[config.mk]
export PLATFORM = sky130hd
export DESIGN_NAME = gp_timer_block
export DESIGN_NICKNAME = d
export VERILOG_FILES = /design/src/hdl/gpt_pkg.sv /design/src/hdl/gp_timer_block.sv
export SDC_FILE = /design/constraint.sdc
export NUM_CORES = 2
export LEC_CHECK = 0
export BUFFER_PORTS_ARGS = -buffer_cell sky130_fd_sc_hd__buf_2
export CORE_ASPECT_RATIO = 2
export CORE_MARGIN = 3
export CORE_UTILIZATION = 40
export DETAILED_ROUTE_END_ITERATION = 8
export SLEW_MARGIN = 20
export SYNTH_ARGS = -nofsm -noshare
export SYNTH_HDL_FRONTEND = slang
export SYNTH_SLANG_ARGS = --single-unit
[constraint.sdc]
create_clock -name mclk -period 7.45 [get_ports mclk]
set_input_delay 0.3725 -clock mclk [delete_from_list [all_inputs] [get_ports mclk]]
set_output_delay 0.3725 -clock mclk [all_outputs]
set_load 0.05 [all_outputs]
[src/hdl/gpt_pkg.sv]
// Constants, register map and bus carrier of the general-purpose timer block.
// Assumes a single 100 MHz clock and a plain strobed register port.
//
// Overview of operation
// Outside logic keeps the external timer clock at most a quarter of the CPU clock.
// Cascaded, timer 3 counts on timer 2 rollovers.
// Each control register picks one of six prescale divisions, /1 to /128.
// Timers 2 and 3 may use timer 1's period instead of their own.
// Compare match toggles output, may start ADC, sets flag; control bit 1 gates it.
// Period match holds, clears or reverses the counter per counting mode.
// Compare and period writes always land in shadow registers.
// Working compare loads immediately, on zero, or on zero or period.
// Working period loads from its shadow only while the counter is zero.
// With compare disabled, compare writes pass straight into the working register.
// Software programs the period before loading a nonzero count.
// Active output asserts at first compare; returns at second compare or period match.
// Forced high or low outputs take that level at once.
// Shared control direction bits read 1 counting up, 0 counting down.
// Directional mode: direction pin high counts up, low counts down.
// Cascade: timer 2 is the low half; pair runs directional only.
// Cascade: 32-bit period and wrap events; compares stay 16-bit per timer.
// Cascade: timer 2 flags 32-bit period and wrap events; timer 3's masked.
// Cascaded counter saturates at period going up and at zero going down.
// With quadrature clocking the selected timer's prescaler is fixed at /1.
// Quadrature decoder counts every edge of both channels.
// Timers 2 and 3 may start from timer 1's enable, from their current count.
// Compare flag sets two clocks after the match when compare is enabled.
// Overflow at FFFF and underflow at 0000 set flags two clocks later.
// Cascaded timer 3 steps once per timer 2 wrap in the current direction.
package gpt_pkg;

  // ==========================================================================
  // Register map (word indices)
  localparam logic [3:0] OFF_SHARED = 4'h0;
  localparam logic [3:0] OFF_TMR_BASE = 4'h1;
  localparam logic [3:0] OFF_TMR_LAST = 4'hC;
  localparam logic [3:0] OFF_FLAGS = 4'hD;
  localparam logic [1:0] SUB_CNT = 2'h0;
  localparam logic [1:0] SUB_CMP = 2'h1;
  localparam logic [1:0] SUB_PER = 2'h2;
  localparam logic [1:0] SUB_CTL = 2'h3;

  // ==========================================================================
  // Per-timer control fields
  localparam int CT_T1PER = 0;
  localparam int CT_CMPEN = 1;
  localparam int CT_RLD_LSB = 2;
  localparam int CT_SRC_LSB = 4;
  localparam int CT_EN = 6;
  localparam int CT_T1EN = 7;
  localparam int CT_PRE_LSB = 8;
  localparam int CT_MODE_LSB = 11;
  localparam logic [1:0] RLD_ZERO = 2'h0;
  localparam logic [1:0] RLD_ZERO_PER = 2'h1;
  localparam logic [1:0] RLD_NOW = 2'h2;
  localparam logic [1:0] SRC_INT = 2'h0;
  localparam logic [1:0] SRC_EXT = 2'h1;
  localparam logic [1:0] SRC_CASC = 2'h2;
  localparam logic [1:0] SRC_QEP = 2'h3;
  localparam logic [2:0] MODE_STOP = 3'h0;
  localparam logic [2:0] MODE_SUP = 3'h1;
  localparam logic [2:0] MODE_CUP = 3'h2;
  localparam logic [2:0] MODE_DIR = 3'h3;
  localparam logic [2:0] MODE_SUD = 3'h4;
  localparam logic [2:0] MODE_CUD = 3'h5;

  // ==========================================================================
  // Shared control fields and flag layout
  localparam int SH_POL_LSB = 0;
  localparam int SH_CMPOE = 6;
  localparam int SH_ADC_LSB = 7;
  localparam int SH_W = 13;
  localparam logic [1:0] POL_FLOW = 2'h0;
  localparam logic [1:0] POL_ALOW = 2'h1;
  localparam logic [1:0] POL_AHIGH = 2'h2;
  localparam logic [1:0] POL_FHIGH = 2'h3;
  localparam logic [1:0] ADC_UF = 2'h1;
  localparam logic [1:0] ADC_CMP = 2'h2;
  localparam logic [1:0] ADC_PER = 2'h3;
  localparam int EV_OF = 0;
  localparam int EV_UF = 1;
  localparam int EV_CMP = 2;
  localparam int EV_PER = 3;

  // ==========================================================================
  // Reset values and timing
  localparam logic [15:0] REG_RST = 16'h0000;
  localparam logic [15:0] CNT_MAX = 16'hFFFF;
  localparam int FLAG_DELAY_CYC = 2;

  typedef struct packed {
    logic [3:0]  addr;
    logic [15:0] wdata;
    logic        wr;
    logic        rd;
  } reg_req_t;

endpackage

[src/hdl/gp_timer_block.sv]
// Three 16-bit general-purpose timers with shadowed compare and period,
// prescaler, quadrature clocking, 32-bit cascade and compare outputs.
// Assumes pins synchronous to mclk and a master that never waits.
//
// Decided for this implementation: the address map and the strobed register port.
module gp_timer_block (
  input  wire logic              mclk,
  input  wire logic              srst,
  input  wire gpt_pkg::reg_req_t bus_req,
  output logic [15:0]            rdata,
  input  wire logic              external_timer_clock_pin,
  input  wire logic              direction_input_pin,
  input  wire logic              qep_a,
  input  wire logic              qep_b,
  output logic [2:0]             compare_output_pin,
  output logic                   adc_start
);

  // ==========================================================================
  // State
  logic [15:0]            cnt_r [3];
  logic [15:0]            cnt_nxt [3];
  logic [15:0]            cmp_sh_r [3];
  logic [15:0]            cmp_r [3];
  logic [15:0]            cmp_nxt [3];
  logic [15:0]            per_sh_r [3];
  logic [15:0]            per_r [3];
  logic [15:0]            ctrl_r [3];
  logic [15:0]            ctrl_nxt [3];
  logic [6:0]             pre_r [3];
  logic [6:0]             pre_nxt [3];
  logic [gpt_pkg::SH_W-1:0] shared_r;
  logic [2:0]             dir_r, dir_nxt;
  logic [2:0]             act_r, act_nxt;
  logic [2:0]             pin_r, pin_nxt;
  logic [2:0]             en_clr;
  logic [11:0]            ev1_r, ev_nxt, ev2_r, flags_r;
  logic                   ext_prev_r, qa_r, qb_r, adc_r, adc_nxt;
  logic [15:0]            rdata_r, rd_val;

  // ==========================================================================
  // Decoding
  function automatic logic [6:0] pre_limit(input logic [2:0] code);
    unique case (code)
      3'h0:    pre_limit = 7'h00;
      3'h1:    pre_limit = 7'h01;
      3'h2:    pre_limit = 7'h03;
      3'h3:    pre_limit = 7'h07;
      3'h4:    pre_limit = 7'h1F;
      default: pre_limit = 7'h7F;
    endcase
  endfunction

  function automatic logic [1:0] field2(input logic [15:0] v, input int lsb);
    field2 = v[lsb +: 2];
  endfunction

  wire logic [3:0] addr_m1 = bus_req.addr - gpt_pkg::OFF_TMR_BASE;
  wire logic       tmr_hit = (bus_req.addr >= gpt_pkg::OFF_TMR_BASE) &&
                             (bus_req.addr <= gpt_pkg::OFF_TMR_LAST);
  wire logic       w_sh    = bus_req.wr && bus_req.addr == gpt_pkg::OFF_SHARED;
  wire logic       w_flg   = bus_req.wr && bus_req.addr == gpt_pkg::OFF_FLAGS;
  wire logic       ext_rise = external_timer_clock_pin && !ext_prev_r;
  // Every edge on either channel is one count, so four per encoder cycle
  wire logic       qep_edge = (qep_a ^ qa_r) | (qep_b ^ qb_r);
  wire logic       qep_up   = qep_a ^ qb_r;
  wire logic       casc     = field2(ctrl_r[2], gpt_pkg::CT_SRC_LSB) == gpt_pkg::SRC_CASC;
  wire logic [31:0] c32 = {cnt_r[2], cnt_r[1]};
  wire logic [31:0] p32 = {per_r[2], per_r[1]};

  logic [2:0]  w_cnt, w_cmp, w_per, w_ctl, en_w, raw_w, byp_w, din_w;
  logic [1:0]  src_w [3];
  logic [2:0]  mode_w [3];
  logic [15:0] pe_w [3];

  for (genvar g = 0; g < 3; g++) begin : g_dec
    assign w_cnt[g] = bus_req.wr && tmr_hit && addr_m1[3:2] == 2'(g) &&
                      addr_m1[1:0] == gpt_pkg::SUB_CNT;
    assign w_cmp[g] = bus_req.wr && tmr_hit && addr_m1[3:2] == 2'(g) &&
                      addr_m1[1:0] == gpt_pkg::SUB_CMP;
    assign w_per[g] = bus_req.wr && tmr_hit && addr_m1[3:2] == 2'(g) &&
                      addr_m1[1:0] == gpt_pkg::SUB_PER;
    assign w_ctl[g] = bus_req.wr && tmr_hit && addr_m1[3:2] == 2'(g) &&
                      addr_m1[1:0] == gpt_pkg::SUB_CTL;
    assign src_w[g] = field2(ctrl_r[g], gpt_pkg::CT_SRC_LSB);
    assign mode_w[g] = ctrl_r[g][gpt_pkg::CT_MODE_LSB +: 3];
    // Start from timer 1's enable bit; count resumes from the present value
    assign en_w[g] = (g != 0 && ctrl_r[g][gpt_pkg::CT_T1EN]) ?
                     ctrl_r[0][gpt_pkg::CT_EN] : ctrl_r[g][gpt_pkg::CT_EN];
    assign pe_w[g] = (g != 0 && ctrl_r[g][gpt_pkg::CT_T1PER]) ? per_r[0] : per_r[g];
    // Quadrature only on timers 2 and 3; timer 3 gets cascade ticks elsewhere
    assign raw_w[g] = src_w[g] == gpt_pkg::SRC_INT ||
                      (src_w[g] == gpt_pkg::SRC_EXT && ext_rise) ||
                      (g != 0 && src_w[g] == gpt_pkg::SRC_QEP && qep_edge);
    assign byp_w[g] = src_w[g] == gpt_pkg::SRC_QEP;
    assign din_w[g] = byp_w[g] ? qep_up : direction_input_pin;
  end

  // ==========================================================================
  // Counting
  always_comb begin
    logic        tick;
    logic [15:0] n;
    logic [31:0] n32;
    logic        up;
    logic        roll;
    tick = 1'b0;
    n = 16'h0000;
    n32 = 32'h0000_0000;
    up = 1'b0;
    roll = 1'b0;
    ev_nxt = 12'h000;
    en_clr = 3'b000;
    for (int i = 0; i < 3; i++) begin
      cnt_nxt[i] = cnt_r[i];
      pre_nxt[i] = pre_r[i];
      dir_nxt[i] = dir_r[i];
      act_nxt[i] = act_r[i];
      tick = 1'b0;
      n = cnt_r[i];
      if (!en_w[i]) begin
        pre_nxt[i] = 7'h00;
      end else if (mode_w[i] != gpt_pkg::MODE_STOP && raw_w[i]) begin
        if (byp_w[i] || pre_r[i] >= pre_limit(ctrl_r[i][gpt_pkg::CT_PRE_LSB +: 3])) begin
          pre_nxt[i] = 7'h00;
          tick = 1'b1;
        end else begin
          pre_nxt[i] = pre_r[i] + 7'h01;
        end
      end
      if (tick) begin
        unique case (mode_w[i])
          gpt_pkg::MODE_SUP, gpt_pkg::MODE_CUP: begin
            dir_nxt[i] = 1'b1;
            n = (cnt_r[i] == pe_w[i]) ? 16'h0000 : cnt_r[i] + 16'h0001;
            en_clr[i] = mode_w[i] == gpt_pkg::MODE_SUP && cnt_r[i] == pe_w[i];
          end
          gpt_pkg::MODE_DIR: begin
            dir_nxt[i] = din_w[i];
            if (din_w[i]) begin
              if (cnt_r[i] != pe_w[i]) n = cnt_r[i] + 16'h0001;
              else if (i == 1) n = 16'h0000;
            end else begin
              if (cnt_r[i] != 16'h0000) n = cnt_r[i] - 16'h0001;
              else if (i == 1) n = pe_w[i];
            end
          end
          gpt_pkg::MODE_SUD, gpt_pkg::MODE_CUD: begin
            if (dir_r[i] && cnt_r[i] >= pe_w[i]) begin
              dir_nxt[i] = 1'b0;
              n = cnt_r[i] - 16'h0001;
            end else if (!dir_r[i] && cnt_r[i] == 16'h0000) begin
              dir_nxt[i] = 1'b1;
              n = cnt_r[i] + 16'h0001;
            end else begin
              n = dir_r[i] ? cnt_r[i] + 16'h0001 : cnt_r[i] - 16'h0001;
            end
            en_clr[i] = mode_w[i] == gpt_pkg::MODE_SUD && !dir_r[i] && n == 16'h0000;
          end
          default: n = cnt_r[i];
        endcase
        if (n != cnt_r[i]) begin
          ev_nxt[4*i + gpt_pkg::EV_OF] = n == gpt_pkg::CNT_MAX;
          ev_nxt[4*i + gpt_pkg::EV_UF] = n == 16'h0000;
          ev_nxt[4*i + gpt_pkg::EV_CMP] = n == cmp_r[i] && ctrl_r[i][gpt_pkg::CT_CMPEN];
          ev_nxt[4*i + gpt_pkg::EV_PER] = n == pe_w[i];
        end
        cnt_nxt[i] = n;
      end
    end
    // Cascade overrides timer 2 and drives timer 3 from its rollover
    if (casc) begin
      ev_nxt[11:8] = 4'h0;
      ev_nxt[7:4] = 4'h0;
      cnt_nxt[1] = cnt_r[1];
      cnt_nxt[2] = cnt_r[2];
      en_clr[2:1] = 2'b00;
      pre_nxt[2] = 7'h00;
      up = din_w[1];
      if (en_w[1] && raw_w[1] &&
          (byp_w[1] || pre_r[1] >= pre_limit(ctrl_r[1][gpt_pkg::CT_PRE_LSB +: 3]))) begin
        dir_nxt[1] = up;
        dir_nxt[2] = up;
        if (up ? (c32 < p32) : (c32 != 32'h0000_0000)) begin
          roll = up ? cnt_r[1] == gpt_pkg::CNT_MAX : cnt_r[1] == 16'h0000;
          cnt_nxt[1] = up ? cnt_r[1] + 16'h0001 : cnt_r[1] - 16'h0001;
          if (roll) cnt_nxt[2] = up ? cnt_r[2] + 16'h0001 : cnt_r[2] - 16'h0001;
          n32 = {cnt_nxt[2], cnt_nxt[1]};
          ev_nxt[4 + gpt_pkg::EV_OF] = n32 == 32'hFFFF_FFFF;
          ev_nxt[4 + gpt_pkg::EV_UF] = n32 == 32'h0000_0000;
          ev_nxt[4 + gpt_pkg::EV_PER] = n32 == p32;
          ev_nxt[4 + gpt_pkg::EV_CMP] = cnt_nxt[1] == cmp_r[1] && ctrl_r[1][gpt_pkg::CT_CMPEN];
          ev_nxt[8 + gpt_pkg::EV_CMP] = roll && cnt_nxt[2] == cmp_r[2] &&
                                        ctrl_r[2][gpt_pkg::CT_CMPEN];
        end
      end
    end
    // Output state; up modes end the pulse at period, up/down at second compare
    for (int i = 0; i < 3; i++) begin
      if (!ctrl_r[i][gpt_pkg::CT_CMPEN]) begin
        act_nxt[i] = 1'b0;
      end else if (ev_nxt[4*i + gpt_pkg::EV_PER] && mode_w[i] inside {gpt_pkg::MODE_SUP,
          gpt_pkg::MODE_CUP}) begin
        act_nxt[i] = 1'b0;
      end else if (ev_nxt[4*i + gpt_pkg::EV_CMP]) begin
        act_nxt[i] = (mode_w[i] inside {gpt_pkg::MODE_SUP, gpt_pkg::MODE_CUP}) ?
                     1'b1 : !act_r[i];
      end
      if (w_cnt[i]) begin
        cnt_nxt[i] = bus_req.wdata;
        ev_nxt[4*i +: 4] = 4'h0;
      end
    end
  end

  // ==========================================================================
  // Shadow reload, control, outputs
  always_comb begin
    logic [15:0] sh;
    sh = 16'h0000;
    adc_nxt = 1'b0;
    for (int i = 0; i < 3; i++) begin
      sh = w_cmp[i] ? bus_req.wdata : cmp_sh_r[i];
      cmp_nxt[i] = cmp_r[i];
      if (!ctrl_r[i][gpt_pkg::CT_CMPEN]) begin
        cmp_nxt[i] = sh;
      end else begin
        unique case (field2(ctrl_r[i], gpt_pkg::CT_RLD_LSB))
          gpt_pkg::RLD_NOW: if (w_cmp[i]) cmp_nxt[i] = sh;
          gpt_pkg::RLD_ZERO_PER:
            if (cnt_r[i] == 16'h0000 || cnt_r[i] == pe_w[i]) cmp_nxt[i] = cmp_sh_r[i];
          default: if (cnt_r[i] == 16'h0000) cmp_nxt[i] = cmp_sh_r[i];
        endcase
      end
      ctrl_nxt[i] = w_ctl[i] ? bus_req.wdata : ctrl_r[i];
      if (en_clr[i] && !w_ctl[i]) ctrl_nxt[i][gpt_pkg::CT_EN] = 1'b0;
      // Outputs idle low while the shared output enable is off
      unique case (field2(16'(shared_r), gpt_pkg::SH_POL_LSB + 2*i))
        gpt_pkg::POL_FLOW:  pin_nxt[i] = 1'b0;
        gpt_pkg::POL_FHIGH: pin_nxt[i] = shared_r[gpt_pkg::SH_CMPOE];
        gpt_pkg::POL_AHIGH: pin_nxt[i] = shared_r[gpt_pkg::SH_CMPOE] && act_nxt[i];
        default:            pin_nxt[i] = shared_r[gpt_pkg::SH_CMPOE] && !act_nxt[i];
      endcase
      unique case (field2(16'(shared_r), gpt_pkg::SH_ADC_LSB + 2*i))
        gpt_pkg::ADC_UF:  adc_nxt = adc_nxt | ev2_r[4*i + gpt_pkg::EV_UF];
        gpt_pkg::ADC_CMP: adc_nxt = adc_nxt | ev2_r[4*i + gpt_pkg::EV_CMP];
        gpt_pkg::ADC_PER: adc_nxt = adc_nxt | ev2_r[4*i + gpt_pkg::EV_PER];
        default:          adc_nxt = adc_nxt;
      endcase
    end
  end

  // Compare and period read back the shadow copy software last wrote
  always_comb begin
    rd_val = 16'h0000;
    if (bus_req.addr == gpt_pkg::OFF_SHARED) begin
      rd_val = {dir_r, shared_r};
    end else if (bus_req.addr == gpt_pkg::OFF_FLAGS) begin
      rd_val = {4'h0, flags_r};
    end else if (tmr_hit) begin
      unique case (addr_m1[1:0])
        gpt_pkg::SUB_CNT: rd_val = cnt_r[addr_m1[3:2]];
        gpt_pkg::SUB_CMP: rd_val = cmp_sh_r[addr_m1[3:2]];
        gpt_pkg::SUB_PER: rd_val = per_sh_r[addr_m1[3:2]];
        default:          rd_val = ctrl_r[addr_m1[3:2]];
      endcase
    end
  end

  // ==========================================================================
  // Registers
  always_ff @(posedge mclk) begin
    if (srst) begin
      for (int i = 0; i < 3; i++) begin
        cnt_r[i] <= gpt_pkg::REG_RST;
        cmp_sh_r[i] <= gpt_pkg::REG_RST;
        cmp_r[i] <= gpt_pkg::REG_RST;
        per_sh_r[i] <= gpt_pkg::REG_RST;
        per_r[i] <= gpt_pkg::REG_RST;
        ctrl_r[i] <= gpt_pkg::REG_RST;
        pre_r[i] <= 7'h00;
      end
    end else begin
      for (int i = 0; i < 3; i++) begin
        cnt_r[i] <= cnt_nxt[i];
        cmp_sh_r[i] <= w_cmp[i] ? bus_req.wdata : cmp_sh_r[i];
        cmp_r[i] <= cmp_nxt[i];
        per_sh_r[i] <= w_per[i] ? bus_req.wdata : per_sh_r[i];
        per_r[i] <= (cnt_r[i] == 16'h0000) ? per_sh_r[i] : per_r[i];
        ctrl_r[i] <= ctrl_nxt[i];
        pre_r[i] <= pre_nxt[i];
      end
    end
  end

  // Two pipeline stages put every flag two clocks behind its count
  always_ff @(posedge mclk) begin
    if (srst) begin
      shared_r <= '0;
      {dir_r, act_r, pin_r} <= 9'h000;
      {ev1_r, ev2_r, flags_r} <= '0;
      {ext_prev_r, qa_r, qb_r, adc_r} <= 4'h0;
      rdata_r <= 16'h0000;
    end else begin
      shared_r <= w_sh ? bus_req.wdata[gpt_pkg::SH_W-1:0] : shared_r;
      dir_r <= dir_nxt;
      act_r <= act_nxt;
      pin_r <= pin_nxt;
      ev1_r <= ev_nxt;
      ev2_r <= ev1_r;
      flags_r <= (flags_r & ~(w_flg ? bus_req.wdata[11:0] : 12'h000)) | ev2_r;
      {ext_prev_r, qa_r, qb_r} <= {external_timer_clock_pin, qep_a, qep_b};
      adc_r <= adc_nxt;
      rdata_r <= bus_req.rd ? rd_val : 16'h0000;
    end
  end

  assign rdata = rdata_r;
  assign compare_output_pin = pin_r;
  assign adc_start = adc_r;
endmodule

==> key figures <==
Critical path
  – Critical Path Fanout Max: 10
  – WP data required: 7.96 ns
  – Arr. time, crit path: 7.51 ns
  – Max stage delay cell, worst path: o221ai_1
  – Kind of start point of the critical path: flop
  – CP cell instances: mux2i_1 > ha_1 > nand4_1 > a211o_1 > o32ai_2 > nor3_1 > o221ai_1 > o21ai_1 > xnor2_1 > nand2_1 > or4_1 > o41ai_1 > a311oi_1 > and4b_1 > a311o_1
  – CP delay by family, top: compound AO/OA/AOI/OAI gates
  – CP Buf/Inv Count: 0
  – Slowest Stage Delay on Critical Path: 0.90 ns
  – CP Class: flop to flop
  – Crit end category: flop

CTS
  – CTS tree: yes
  – Postcts setup bufs: 0
  – Clock tree buffer depth: 3
  – CTS HTree Levels: 2
  – CTS Sinks: 387
  – CTS Buf Count: 40
  – Clock Latency Late Sink: 0.64 ns
  – Clk slew on worst S/H paths: 0.08 ns
  – Clock root cell: clkbuf_16
  – Post-cts gate resize count: 0

Finish
  – Final nets: 4689
  – Util after Layout: 45.2%
  – Share of layout cells above drive strength 1: 10.3%
  – Area grow syn2layout: 11.9%

Place
  – Final GP Congestion: 1.15
  – Place WS: 0.881 ns
  – PortBufs: 47
  – HPWL Detailed: 166000 um

Timing
  – Setup WS post-layout: 0.448 ns
  – Clk_skew: 0.0427 ns
  – Slew HR: 12.1%
  – Final Hold Fails: 0
  – Worst hold slack: 0.00183 ns
  – Fmax: 143 MHz
  – Setup TNS: 0 ns
  – Slew @ Worst Pin: 1.32 ns
  – RSZ-0062 raised after global routing: no
  – Period utilization: 94.0%
  – Final worst path period need: 7.00 ns
  – Max Transition Viols Final: 0
  – Final setup fails: 0

Logic synthesis
  – Most common cell in the netlist: nand2_1
  – FF+latch count, synth: 387
  – Ys async rst share: 0%
  – EDFF count, synth: 0
  – Syn_nets: 4694
  – Synth area leader: dfxtp_1
  – Commonest cells post-synth: nand2_1, a21oi_1, dfxtp_1, nor2_1, clkbuf_1
  – Synth area leaders: dfxtp_1, nand2_1, a21oi_1
  – Synth warn: 0
  – Register area share after synthesis: 24.2%
  – Mean Syn Cell Area: 7.03 sq um
  – Ys flop type: dfxtp_1
  – Syn Inst Count: 4544
  – Mapped cell area: 0.0320 sq mm
  – Post-synth top area share: 24.2%
  – Yosys cell types: 97

Global route
  – Vias in the first global route: 38500
  – First-pass GRT wire length: 306000 um
  – Antenna violations before repair: 30
  – Largest net degree at the start of global routing: 106
  – Total GRT Usage: 52.2%
  – GRT overflow: 0

Routing
  – Via Count: 40600
  – Wire length per cell: 39.4 um
  – Post-route ant nets: 0
  – DR iter-0 viols: 5340
  – Wirelength, routed: 222000 um
  – Post-detailed-route via-to-cell ratio: 7.22
  – Drt first pass iters: 6
  – DRC viols: 0

Power and ir drop
  – Power Dens Cells: 167 mW/mm^2
  – VDD IR max: 0.187 mV
  – Lkg Pwr: 12.8 nW
  – Post-layout total power: 5.96 mW

Floorplanning
  – Die Width: 206 um
  – Count of boundary I/O pins: 48
  – Initial Util: 40.4%
  – Die area: 0.0835 sq mm
  – Core Rows: 146
  – Core ar.: 0.0791 sq mm
  – Die boundary height: 406 um

Run status
  – Outcome: finished clean

Job
  – Max Cap Violations: 0

Hold path
  – Worst Hold Class: input pin to flop
==> sequential cells by signal, indices dropped and copies added, names as in the netlist, 13 cells and up <==
signal,flops
cmp_r,48
per_sh_r,48
cmp_sh_r,48
ctrl_r,48
cnt_r,48
shared_r,13
per_r,48
pre_r,21
rdata,16
==> final timing paths <==
| check | slack, ns | endpoint | cells after the start | start |
|---|---|---|---|---|
| worst min register to register | 0.44 | ev2_r[9] | 1 | ev1_r[9] |
| worst max-delay path | 0.45 | compare_output_pin[2] | 15 | ctrl_r[2][0] |
| worst max register to register | 0.45 | compare_output_pin[2] | 15 | ctrl_r[2][0] |
| worst min-delay path | 0.002 | qb_r | 2 | qep_b |
==> cells by family (layout without fill, tap and decap cells) <==
| group | count (synthesis) | after routing | share of synthesized area, % |
|---|---|---|---|
| adders and majority gates | 122 | 122 | 4.78 |
| buffers and inverters | 502 | 526 | 5.96 |
| muxes | 132 | 132 | 4.21 |
| other | 0 | 26 | 0 |
| and+or+nand+nor | 1850 | 1850 | 27.2 |
| AOI/OAI and AO/OA | 1329 | 1329 | 27.5 |
| xor gates and xnor gates | 222 | 222 | 6.08 |
| DFF | 387 | 387 | 24.2 |
==> worst register-to-register path: cells and delay by family (launching register included) <==
kind	cells	cell delay, ns
multiplexers	1	0.63
XOR/XNOR	1	0.26
flip-flops	1	0.55
adder cells (fa/ha/maj)	1	0.27
AO/OA/AOI/OAI	7	3.56
AND/OR/NAND/NOR	5	1.62
==> where the power goes <==
part / switching (mW) / leakage (nW) / internal (mW)
combinational: 1.17 / 9.03 / 0.430
clock: 1.04 / 0.669 / 1.18
sequential: 0.0529 / 3.12 / 2.09
total: 2.26 / 12.8 / 3.70
==> layout make-up <==
cell class,instances,area [sq um]
clock inverter,23,318
fill,8320,43300
clock buffer,48,1050
tap,1036,1300
timing repair buffer,315,2270
multi-input combinational,3655,22500
inverter,140,526
sequential,387,7750
antenna,26,65.1
==> layout by cell type (no fill, tap or decap), types with 43 or more instances in the layout <==
cell type / instances
dfxtp_1: 387
xnor2_1: 156
a211oi_1: 110
ha_1: 122
inv_1: 137
a21oi_1: 454
o21ai_0: 153
nor4_1: 87
nand2_1: 732
o211ai_1: 72
mux2i_1: 120
nor2_1: 382
buf_2: 47
xor2_1: 65
buf_4: 262
nand4_1: 92
nand3_1: 109
nor3_1: 144
o22ai_1: 88
or3_1: 43
==> repair_timing <==
item | CTS | global route
hold endpoints to repair | 1 | 0
hold buffers | 1 | 0
endpoints found under the setup margin | 0 | 0
==> through the flow <==
step	cell area, sq um	std cells
floorplan	32000	4544
global placement	34200	5526
detailed placement	34200	5526
CTS	35600	5598
global route	35700	5609
finish	35800	5630
==> per-layer routing <==
layer	track usage (%)	part of all wire, %	vias up
met1	48.0	30	19200
met2	80.1	44	3124
met3	20.8	11	1607
li1	-	-	16700
met5	1.82	0.097	-
met4	62.0	16	18
No activity file was read; power rests on OpenSTA's default activity.
